**config.mk**
```make
export PLATFORM = sky130hd
export DESIGN_NAME = sbcmi_top
export DESIGN_NICKNAME = d
export VERILOG_FILES = /design/src/rtl/sbcmi_filt.v /design/src/rtl/sbcmi_top.v
export VERILOG_INCLUDE_DIRS = /design/src /design/src/rtl
export SDC_FILE = /design/constraint.sdc
export NUM_CORES = 1
export LEC_CHECK = 0
export BUFFER_PORTS_ARGS = -buffer_cell sky130_fd_sc_hd__buf_4
export CORE_ASPECT_RATIO = 1.4
export CORE_UTILIZATION = 40
export DETAILED_ROUTE_END_ITERATION = 12
export GPL_TIMING_DRIVEN = 0
export PLACE_DENSITY = 0.61
export REMOVE_ABC_BUFFERS = 1
export SLEW_MARGIN = 20
export SYNTH_ARGS = -nofsm -noshare
export SYNTH_HDL_FRONTEND = slang
export SYNTH_SLANG_ARGS = --single-unit
```
**constraint.sdc**
```tcl
create_clock -name clk -period 8.6 [get_ports clk]
set_input_delay 2.58 -clock clk [delete_from_list [all_inputs] [get_ports clk]]
set_output_delay 2.58 -clock clk [all_outputs]
set_load 0.02 [all_outputs]
```
**src/rtl/sbcmi_defs.vh**
```
// Constants for the system basis chip host interface block.
`ifndef SBCMI_DEFS_VH
`define SBCMI_DEFS_VH

// ----------------------------------------------------------------
// Clock and timing
// ----------------------------------------------------------------
`define SBCMI_CLK_MHZ 100
`define SBCMI_T_RSTHOLD_US 1000
`define SBCMI_RSTHOLD_CYC (`SBCMI_T_RSTHOLD_US * `SBCMI_CLK_MHZ)
`define SBCMI_T_RSTDF_NS 600
`define SBCMI_RSTDF_CYC ((`SBCMI_T_RSTDF_NS * `SBCMI_CLK_MHZ) / 1000)
`define SBCMI_T_TXDDOM_MS 1000
`define SBCMI_TXDDOM_CYC (`SBCMI_T_TXDDOM_MS * `SBCMI_CLK_MHZ * 1000)
`define SBCMI_T_WUBUS_US 70
`define SBCMI_WUBUS_CYC (`SBCMI_T_WUBUS_US * `SBCMI_CLK_MHZ)
`define SBCMI_T_WUSTOP_US 13
`define SBCMI_WUSTOP_CYC (`SBCMI_T_WUSTOP_US * `SBCMI_CLK_MHZ)
`define SBCMI_T_WUSPI_US 90
`define SBCMI_WUSPI_CYC (`SBCMI_T_WUSPI_US * `SBCMI_CLK_MHZ)
`define SBCMI_T_NRTOUT_MS 150
`define SBCMI_NRTOUT_CYC (`SBCMI_T_NRTOUT_MS * `SBCMI_CLK_MHZ * 1000)
`define SBCMI_T_WDDEF_MS 150
`define SBCMI_WDDEF_CYC (`SBCMI_T_WDDEF_MS * `SBCMI_CLK_MHZ * 1000)
`define SBCMI_T_WDEXT_MS 10
`define SBCMI_WDEXT_CYC (`SBCMI_T_WDEXT_MS * `SBCMI_CLK_MHZ * 1000)

// ----------------------------------------------------------------
// Serial frame layout
// ----------------------------------------------------------------
`define SBCMI_FRAME_BITS 4'h8
`define SBCMI_OP_MSB 7
`define SBCMI_OP_LSB 5
`define SBCMI_OP_STATUS 3'h0
`define SBCMI_OP_MODE 3'h1
`define SBCMI_OP_WDTRIG 3'h2
`define SBCMI_OP_HSCTL 3'h3
`define SBCMI_OP_MUXSEL 3'h4
`define SBCMI_MODE_REQ_STOP 2'h1
`define SBCMI_MODE_REQ_SLEEP 2'h2
`define SBCMI_HS_A_BIT 0
`define SBCMI_HS_B_BIT 1
`define SBCMI_HS_PWM_BIT 2
`define SBCMI_HSCTL_RST 3'h0
`define SBCMI_MUXSEL_RST 3'h0

// ----------------------------------------------------------------
// Status byte layout and mode codes
// ----------------------------------------------------------------
`define SBCMI_ST_WAKE_BIT 7
`define SBCMI_ST_TXDF_BIT 6
`define SBCMI_ST_WDOFF_BIT 5
`define SBCMI_ST_PWM_BIT 4
`define SBCMI_MCODE_RESET 3'h0
`define SBCMI_MCODE_NREQ 3'h1
`define SBCMI_MCODE_NORMAL 3'h2
`define SBCMI_MCODE_STOP 3'h3
`define SBCMI_MCODE_SLEEP 3'h4

`endif

```
**src/rtl/sbcmi_filt.v**
```verilog
// Two-flop synchroniser followed by a stability filter.
`timescale 1ns/100ps
`default_nettype none
module sbcmi_filt #(
    parameter INIT = 1'b1,
    parameter LEN = 60
) (
    input wire clk,
    input wire sys_rst,
    input wire din,
    output reg dout
);
    reg meta_r;
    reg sync_r;
    reg [31:0] cnt_r;

    // ----------------------------------------------------------------
    // Synchronise, then accept a new level only after LEN stable cycles
    // ----------------------------------------------------------------
    always @(posedge clk) begin
        if (sys_rst) begin
            meta_r <= INIT;
            sync_r <= INIT;
            cnt_r <= 32'h0;
            dout <= INIT;
        end else begin
            meta_r <= din;
            sync_r <= meta_r;
            if (sync_r == dout) begin
                cnt_r <= 32'h0;
            end else if (cnt_r >= LEN - 1) begin
                cnt_r <= 32'h0;
                dout <= sync_r;
            end else begin
                cnt_r <= cnt_r + 32'h1;
            end
        end
    end
endmodule
`default_nettype wire

```
**src/rtl/sbcmi_top.v**
```verilog
// Host-side digital interface of the system basis chip.
`timescale 1ns/100ps
`default_nettype none
`include "sbcmi_defs.vh"
module sbcmi_top #(
    parameter RSTHOLD_CYC = `SBCMI_RSTHOLD_CYC,
    parameter RSTDF_CYC = `SBCMI_RSTDF_CYC,
    parameter TXDDOM_CYC = `SBCMI_TXDDOM_CYC,
    parameter WUBUS_CYC = `SBCMI_WUBUS_CYC,
    parameter WUSTOP_CYC = `SBCMI_WUSTOP_CYC,
    parameter WUSPI_CYC = `SBCMI_WUSPI_CYC,
    parameter NRTOUT_CYC = `SBCMI_NRTOUT_CYC,
    parameter WDDEF_CYC = `SBCMI_WDDEF_CYC,
    parameter WDEXT_CYC = `SBCMI_WDEXT_CYC
) (
    input wire clk,
    input wire sys_rst,
    input wire sclk,
    input wire cs_n,
    input wire mosi,
    output reg miso_o,
    output reg miso_oe_n,
    input wire lin_txd,
    output reg lin_rxd,
    input wire lin_bus_recessive,
    output reg lin_bus_dominant,
    input wire pulse_drive_input,
    output reg high_side_switch_a,
    output reg high_side_switch_b,
    output reg [2:0] analog_mux_sel,
    input wire rst_line_i,
    output wire rst_line_o,
    output reg rst_line_oe_n,
    output reg irq_n,
    input wire wd_strap_gnd,
    input wire wd_strap_open,
    input wire vdd_low,
    output reg [2:0] mode_code
);
    localparam [4:0] M_RESET = 5'h01;
    localparam [4:0] M_NREQ = 5'h02;
    localparam [4:0] M_NORMAL = 5'h04;
    localparam [4:0] M_STOP = 5'h08;
    localparam [4:0] M_SLEEP = 5'h10;

    // ----------------------------------------------------------------
    // Input synchronisers for the pins on foreign timing
    // ----------------------------------------------------------------
    reg [7:0] meta_r;
    reg [7:0] sync_r;
    reg sclk_d_r;
    reg cs_n_d_r;
    reg [1:0] bus_rec_sync_r;
    wire sclk_s = sync_r[0];
    wire cs_n_s = sync_r[1];
    wire mosi_s = sync_r[2];
    wire txd_s = sync_r[3];
    wire pwm_s = sync_r[4];
    wire strap_gnd_s = sync_r[5];
    wire strap_open_s = sync_r[6];
    wire vdd_low_s = sync_r[7];

    always @(posedge clk) begin
        if (sys_rst) begin
            meta_r <= 8'h1A;
            sync_r <= 8'h1A;
            sclk_d_r <= 1'b0;
            cs_n_d_r <= 1'b1;
            bus_rec_sync_r <= 2'h3;
        end else begin
            meta_r <= {vdd_low, wd_strap_open, wd_strap_gnd, pulse_drive_input,
                       lin_txd, mosi, cs_n, sclk};
            sync_r <= meta_r;
            sclk_d_r <= sclk_s;
            cs_n_d_r <= cs_n_s;
            bus_rec_sync_r <= {bus_rec_sync_r[0], lin_bus_recessive};
        end
    end

    wire sclk_rise = sclk_s & ~sclk_d_r;
    wire sclk_fall = ~sclk_s & sclk_d_r;
    wire cs_fall = ~cs_n_s & cs_n_d_r;
    wire cs_rise = cs_n_s & ~cs_n_d_r;

    // ----------------------------------------------------------------
    // Filtered reset line and bus wake-up detectors
    // ----------------------------------------------------------------
    wire rst_filt;
    wire bus_wu_sleep;
    wire bus_wu_stop;

    sbcmi_filt #(.INIT(1'b0), .LEN(RSTDF_CYC)) u_rst_filt (
        .clk(clk),
        .sys_rst(sys_rst),
        .din(rst_line_i),
        .dout(rst_filt)
    );

    sbcmi_filt #(.INIT(1'b1), .LEN(WUBUS_CYC)) u_wu_sleep (
        .clk(clk),
        .sys_rst(sys_rst),
        .din(lin_bus_recessive),
        .dout(bus_wu_sleep)
    );

    sbcmi_filt #(.INIT(1'b1), .LEN(WUSTOP_CYC)) u_wu_stop (
        .clk(clk),
        .sys_rst(sys_rst),
        .din(lin_bus_recessive),
        .dout(bus_wu_stop)
    );

    // Only the driver low state is ever put on the line.
    assign rst_line_o = 1'b0;

    // ----------------------------------------------------------------
    // Serial shift engine
    // ----------------------------------------------------------------
    reg [4:0] mode_r;
    reg [4:0] mode_nxt;
    reg [7:0] rx_sh_r;
    reg [7:0] tx_sh_r;
    reg [3:0] bit_cnt_r;
    reg [31:0] spi_blk_r;
    reg wake_flag_r;
    reg txd_fault_r;
    reg txd_fault_flag_r;
    reg [2:0] hsctl_r;
    wire [7:0] status_byte;
    wire spi_blocked = (spi_blk_r != 32'h0);

    assign status_byte = {wake_flag_r, txd_fault_flag_r, strap_gnd_s,
                          hsctl_r[`SBCMI_HS_PWM_BIT], 1'b0, mode_code};

    always @(posedge clk) begin
        if (sys_rst) begin
            rx_sh_r <= 8'h00;
            tx_sh_r <= 8'h00;
            bit_cnt_r <= 4'h0;
            miso_o <= 1'b0;
            miso_oe_n <= 1'b1;
        end else begin
            miso_oe_n <= cs_n_s;
            if (cs_fall) begin
                tx_sh_r <= {status_byte[6:0], 1'b0};
                miso_o <= status_byte[7];
                bit_cnt_r <= 4'h0;
            end else if (!cs_n_s) begin
                if (sclk_rise) begin
                    rx_sh_r <= {rx_sh_r[6:0], mosi_s};
                    if (bit_cnt_r != 4'hF) begin
                        bit_cnt_r <= bit_cnt_r + 4'h1;
                    end
                end
                if (sclk_fall) begin
                    miso_o <= tx_sh_r[7];
                    tx_sh_r <= {tx_sh_r[6:0], 1'b0};
                end
            end
        end
    end

    // A frame counts only with exactly eight clocks and no wake blanking.
    wire frame_ok = cs_rise && (bit_cnt_r == `SBCMI_FRAME_BITS)
                    && !spi_blocked;
    wire [2:0] op = rx_sh_r[`SBCMI_OP_MSB:`SBCMI_OP_LSB];
    wire active = mode_r[1] | mode_r[2];
    wire cmd_ok = frame_ok && active;
    wire cmd_status = cmd_ok && (op == `SBCMI_OP_STATUS);
    wire cmd_wdtrig = cmd_ok && (op == `SBCMI_OP_WDTRIG);
    wire cmd_stop = cmd_ok && (op == `SBCMI_OP_MODE)
                    && (rx_sh_r[1:0] == `SBCMI_MODE_REQ_STOP);
    wire cmd_sleep = cmd_ok && (op == `SBCMI_OP_MODE)
                     && (rx_sh_r[1:0] == `SBCMI_MODE_REQ_SLEEP);

    // ----------------------------------------------------------------
    // Control registers written over the serial port
    // ----------------------------------------------------------------
    always @(posedge clk) begin
        if (sys_rst || mode_r == M_RESET) begin
            hsctl_r <= `SBCMI_HSCTL_RST;
            analog_mux_sel <= `SBCMI_MUXSEL_RST;
        end else if (cmd_ok) begin
            if (op == `SBCMI_OP_HSCTL) begin
                hsctl_r <= rx_sh_r[2:0];
            end
            if (op == `SBCMI_OP_MUXSEL) begin
                analog_mux_sel <= rx_sh_r[2:0];
            end
        end
    end

    // ----------------------------------------------------------------
    // Timers: reset hold, request timeout, watchdog, dominant fault
    // ----------------------------------------------------------------
    reg [31:0] tmr_r;
    reg [31:0] wd_r;
    reg [31:0] txd_cnt_r;
    reg rst_drive_r;
    wire wd_off = strap_gnd_s;
    wire [31:0] wd_len = strap_open_s ? WDDEF_CYC : WDEXT_CYC;
    wire wd_expire = mode_r == M_NORMAL && !wd_off && wd_r >= wd_len - 1;
    wire nreq_expire = mode_r == M_NREQ && tmr_r >= NRTOUT_CYC - 1;
    wire hold_done = tmr_r >= RSTHOLD_CYC - 1;
    wire stop_cs_wake = mode_r == M_STOP && cs_rise;
    wire stop_bus_wake = mode_r == M_STOP && !bus_wu_stop;
    wire sleep_bus_wake = mode_r == M_SLEEP && !bus_wu_sleep;
    wire host_reset = !rst_filt && !rst_drive_r && mode_r != M_RESET;
    wire go_reset = vdd_low_s || wd_expire || nreq_expire
                    || sleep_bus_wake || host_reset;

    always @(posedge clk) begin
        if (sys_rst) begin
            tmr_r <= 32'h0;
            wd_r <= 32'h0;
            spi_blk_r <= 32'h0;
        end else begin
            if (mode_r != mode_nxt) begin
                tmr_r <= 32'h0;
            end else if (!hold_done || mode_r == M_NREQ) begin
                tmr_r <= tmr_r + 32'h1;
            end
            if (mode_r != M_NORMAL || cmd_wdtrig || wd_off) begin
                wd_r <= 32'h0;
            end else begin
                wd_r <= wd_r + 32'h1;
            end
            if (stop_cs_wake) begin
                spi_blk_r <= WUSPI_CYC;
            end else if (spi_blocked) begin
                spi_blk_r <= spi_blk_r - 32'h1;
            end
        end
    end

    always @(posedge clk) begin
        if (sys_rst) begin
            txd_cnt_r <= 32'h0;
            txd_fault_r <= 1'b0;
        end else if (txd_s || !active) begin
            txd_cnt_r <= 32'h0;
            txd_fault_r <= 1'b0;
        end else if (txd_cnt_r >= TXDDOM_CYC - 1) begin
            txd_fault_r <= 1'b1;
        end else begin
            txd_cnt_r <= txd_cnt_r + 32'h1;
        end
    end

    // ----------------------------------------------------------------
    // Operating mode sequencer
    // ----------------------------------------------------------------
    always @* begin
        mode_nxt = mode_r;
        case (mode_r)
            M_RESET: begin
                // Leave as soon as nobody holds the line, host or device.
                if (!rst_drive_r && rst_filt && !vdd_low_s) begin
                    mode_nxt = M_NREQ;
                end
            end
            M_NREQ: begin
                if (go_reset) begin
                    mode_nxt = M_RESET;
                end else if (cmd_wdtrig) begin
                    mode_nxt = M_NORMAL;
                end
            end
            M_NORMAL: begin
                if (go_reset) begin
                    mode_nxt = M_RESET;
                end else if (cmd_stop) begin
                    mode_nxt = M_STOP;
                end else if (cmd_sleep) begin
                    mode_nxt = M_SLEEP;
                end
            end
            M_STOP: begin
                if (go_reset) begin
                    mode_nxt = M_RESET;
                end else if (stop_cs_wake || stop_bus_wake) begin
                    mode_nxt = M_NREQ;
                end
            end
            M_SLEEP: begin
                if (go_reset) begin
                    mode_nxt = M_RESET;
                end
            end
            default: begin
                mode_nxt = M_RESET;
            end
        endcase
    end

    // Power-up lands in the reset mode, so the hold is applied then too.
    always @(posedge clk) begin
        if (sys_rst) begin
            mode_r <= M_RESET;
            rst_drive_r <= 1'b1;
        end else begin
            mode_r <= mode_nxt;
            if (mode_nxt == M_RESET && mode_r != M_RESET) begin
                rst_drive_r <= !host_reset;
            end else if (mode_r == M_RESET && hold_done) begin
                rst_drive_r <= 1'b0;
            end
        end
    end

    // ----------------------------------------------------------------
    // Sticky event flags and interrupt output
    // ----------------------------------------------------------------
    // A new event in the clearing cycle survives: set beats clear, but a read clears a set fault flag; a lasting fault sets it again.
    always @(posedge clk) begin
        if (sys_rst) begin
            wake_flag_r <= 1'b0;
            txd_fault_flag_r <= 1'b0;
        end else begin
            if (stop_cs_wake || stop_bus_wake) begin
                wake_flag_r <= 1'b1;
            end else if (cmd_status) begin
                wake_flag_r <= 1'b0;
            end
            if (txd_fault_r && active && !txd_fault_flag_r
                && txd_cnt_r >= TXDDOM_CYC - 1) begin
                txd_fault_flag_r <= 1'b1;
            end else if (cmd_status) begin
                txd_fault_flag_r <= 1'b0;
            end
        end
    end

    // ----------------------------------------------------------------
    // Pin outputs
    // ----------------------------------------------------------------
    always @(posedge clk) begin
        if (sys_rst) begin
            lin_rxd <= 1'b1;
            lin_bus_dominant <= 1'b0;
            high_side_switch_a <= 1'b0;
            high_side_switch_b <= 1'b0;
            rst_line_oe_n <= 1'b1;
            irq_n <= 1'b1;
            mode_code <= `SBCMI_MCODE_RESET;
        end else begin
            lin_rxd <= active ? bus_rec_sync_r[1] : 1'b1;
            // Normal Request listens only; transmit needs Normal.
            lin_bus_dominant <= mode_r == M_NORMAL && !txd_s
                                && !txd_fault_r;
            high_side_switch_a <= active && hsctl_r[`SBCMI_HS_A_BIT]
                && (!hsctl_r[`SBCMI_HS_PWM_BIT] || pwm_s);
            high_side_switch_b <= active && hsctl_r[`SBCMI_HS_B_BIT]
                && (!hsctl_r[`SBCMI_HS_PWM_BIT] || pwm_s);
            rst_line_oe_n <= !rst_drive_r;
            irq_n <= !(wake_flag_r || txd_fault_flag_r);
            case (mode_r)
                M_NREQ: mode_code <= `SBCMI_MCODE_NREQ;
                M_NORMAL: mode_code <= `SBCMI_MCODE_NORMAL;
                M_STOP: mode_code <= `SBCMI_MCODE_STOP;
                M_SLEEP: mode_code <= `SBCMI_MCODE_SLEEP;
                default: mode_code <= `SBCMI_MCODE_RESET;
            endcase
        end
    end
endmodule
`default_nettype wire

```
==> key figures <==
Timing
  • Final slew viol count: 0
  • RSZ-0062 raised after global routing: false
  • Tmin final: 4.058 ns
  • Fmax: 246.4 MHz
  • Final hold vios: 0
  • Total negative setup slack: 0 ns
  • Setup Skew: 0.01161 ns
  • Relative slew slack: 31.41%
  • Final setup viols: 0
  • Worst slew pin tran: 1.029 ns
  • Final period util: 47.19%

Clock network
  • CTS tree: yes
  • Clock slew at reported path FFs: 0.06 ns
  • Skew-Pair Late Insertion Delay: 0.54 ns
  • Clk buf depth: 3
  • Setup repair bufs after CTS: 0
  • Root Driver: clkbuf_16
  • Number of H-tree branching levels: 1
  • Cts hold-fix bufs: 0
  • Cts bufs inserted: 29
  • Post_cts resized: 0
  • Clock sinks: 293

Yosys
  • Syn Inst Count: 1256
  • Post-Syn Area per Cell: 9.356 um2
  • Synth Warn #: 0
  • Post-synth top area share: 49.91%
  • Unique masters post-synth: 66
  • Flops & latches, synth: 293
  • Fraction of registers with async set or reset after synthesis: 0%
  • Ys flop type: dfxtp_1
  • Top cells by area, synth: dfxtp_1 (50%), nor2_1 (5.7%), xnor2_1 (5.4%)
  • Post-synth top area cell: dfxtp_1
  • Mapped Area: 11750 um2
  • Post-synth EDFFs: 0
  • Seq/Total Area, Yosys: 49.91%

Status
  • Outcome: completed

Cells and area
  • # nets final: 1369
  • Register area: 5866 um2
  • Share of cells above drive strength 1: 9.165%
  • Commonest cells after routing, fill and taps aside: dfxtp_1 (293), nor2_1 (178), nand2_1 (78), xnor2_1 (72), conb_1 (67)
  • Area Growth Syn to Fin: 13.62%
  • Most common cell after layout, fill and taps aside: dfxtp_1
  • Final core occ: 46.55%
  • Non-Filler Instances: 1728
  • Multi-input logic area: 5818 um2
  • ANT cells: 0
  • Final-layout fill cell count: 2784

Global routing
  • Congestion Overflow GR: 0
  • First-pass GRT wire length: 38210 um
  • Vias in the first global route: 8405
  • Largest net degree at the start of global routing: 72
  • GRT Resource Usage Total: 14.90%
  • Initial antenna violation count: 0

Critical path
  • Reg2reg setup slack: 5.22 ns
  • WP buf/inv: 1
  • WP data required: 6.02 ns
  • CP Class: reg2out
  • CP max stage delay: 0.70 ns
  • Crit Path Max Fanout: 18
  • Arrival time of the worst setup path: 1.48 ns
  • Worst setup EP type: output pin
  • Worst R2R Path Depth: 10
  • Crit path launch type: flip-flop
  • Worst reg2reg startpoint: tmr_r[0]$_SDFFE_PP0P_
  • Slowest CP cell: dfxtp_1
  • Cell Chain, Critical Path: buf_4
  • CP delay by family, top: flip-flops
  • Reg2Reg Capture Point: tmr_r[26]$_SDFFE_PP0P_

Pwr
  • Pwr Density: 241.0 nW/um2
  • VDD IR max: 0.1475 mV
  • Leak: 0.004869 uW

Routing
  • DRT iter0 DRCs: 404
  • Antenna Nets Post-Route: 0
  • Vias: 8586
  • Final WL: 21730 um
  • Per-cell routed wire length: 12.57 um
  • DRT Pass-1 Iters: 5
  • Via/cell ratio: 4.969
  • DR DRC count: 0

Min path
  • Hold Startpoint: meta_r[4]$_SDFF_PP1_
  • Worst Hold Endpoint: sync_r[4]$_SDFF_PP1_
  • Hold Crit Class: reg2reg
  • Hold depth: 1

Floorplanning
  • DIE AREA: 30080 um2
  • DIE WIDTH: 146.9 um
  • Io pins: 27
  • Die height: 204.8 um
  • Starting density of the core: 40.97%
  • Row cnt: 73
  • Core Area: 28680 um2

Place
  • I/O Buffers: 25
  • Inst Count DP: 1681
  • Post-DP HPWL: 14700 um
  • Placer Congestion: 0.7702

Run
  • Max-cap viol count: 0
==> stage by stage <==
stage          total power [uW]  area (um2)  hold WS (ns)  setup WS, ns
6_report                   3217       13350        0.4101         4.542
5_1_grt                    3388       13350        0.4193         4.421
4_1_cts                    3260       13350        0.4172         4.517
3_5_place_dp               2102       12510        0.3994         4.138
3_3_place_gp               2087       12440        0.3969         3.593
2_1_floorplan              1995       11790        0.3895         4.567
==> registers in the layout, indices dropped and copies added, names as in the netlist, 32 cells and up <==
| register | cells |
|---|---|
| u_rst_filt.cnt_r | 32 |
| u_wu_sleep.cnt_r | 32 |
| txd_cnt_r | 32 |
| tmr_r | 32 |
| spi_blk_r | 32 |
| wd_r | 32 |
| u_wu_stop.cnt_r | 32 |
==> synth_stat cells (6+ instances only) <==
cell / number
and3_1: 25
mux2i_1: 9
nand3_1: 45
or3_1: 19
a21oi_1: 53
a211oi_1: 6
ha_1: 20
and2_1: 13
nor3_1: 52
o21ai_0: 20
inv_1: 31
nor2b_1: 15
nor4_1: 31
xnor2_1: 72
or2_2: 14
a31oi_1: 7
nand2b_1: 10
xor2_1: 59
nand2_1: 80
nor2_1: 178
and4_1: 14
or4_1: 10
nand4_1: 33
dfxtp_1: 293
clkbuf_1: 30
nor3_2: 30
o22ai_1: 7
==> where the power goes <==
part           internal [uW]  switching [uW]  total (uW)
Sequential              1460            76.3        1530
Combinational            240             303         543
Clock                    648             494        1140
Total                   2340             874        3220
==> worst max-delay path by stage <==
stage                          from                      to  slack, ns  depth (start not counted)
2_1_floorplan               sys_rst   tmr_r[0]$_SDFFE_PP0P_       4.57                          4
3_3_place_gp                sys_rst  tmr_r[31]$_SDFFE_PP0P_       3.59                          5
3_5_place_dp                sys_rst     wd_r[26]$_SDFF_PP0_       4.14                          4
4_1_cts        miso_oe_n$_SDFF_PP1_               miso_oe_n       4.52                          1
5_1_grt        miso_oe_n$_SDFF_PP1_               miso_oe_n       4.42                          1
6_report       miso_oe_n$_SDFF_PP1_               miso_oe_n       4.54                          1
==> routing by layer <==
metal	track usage [%]	vias to the layer above	part of all wire, %
met5	0	-	0
met4	4.464	0	1.9
met3	2.116	29	3.0
met2	27.13	94	49
met1	18.00	4000	46
li1	-	4463	-
==> cell type report <==
type                       count  area share [%]
clock buffer                  42           6.101
sequential                   293           43.93
timing repair buffer          27           1.818
multi-input combinational    955           43.58
clock inverter                 5          0.1874
inverter                      31          0.8715
tap                          375           3.514
==> cells by family (layout without fill, tap and decap cells) <==
group	Yosys count	in the layout	synth area share [%]
other	1	67	0.03191
buffers and inverters	74	105	2.800
muxes	9	9	0.7666
and+or+nand+nor	601	601	27.93
DFF	293	293	49.91
AOI/OAI and AO/OA	127	127	6.665
adders and majority gates	20	20	2.129
xor gates and xnor gates	131	131	9.764
Power figures use the tool's default switching activity.
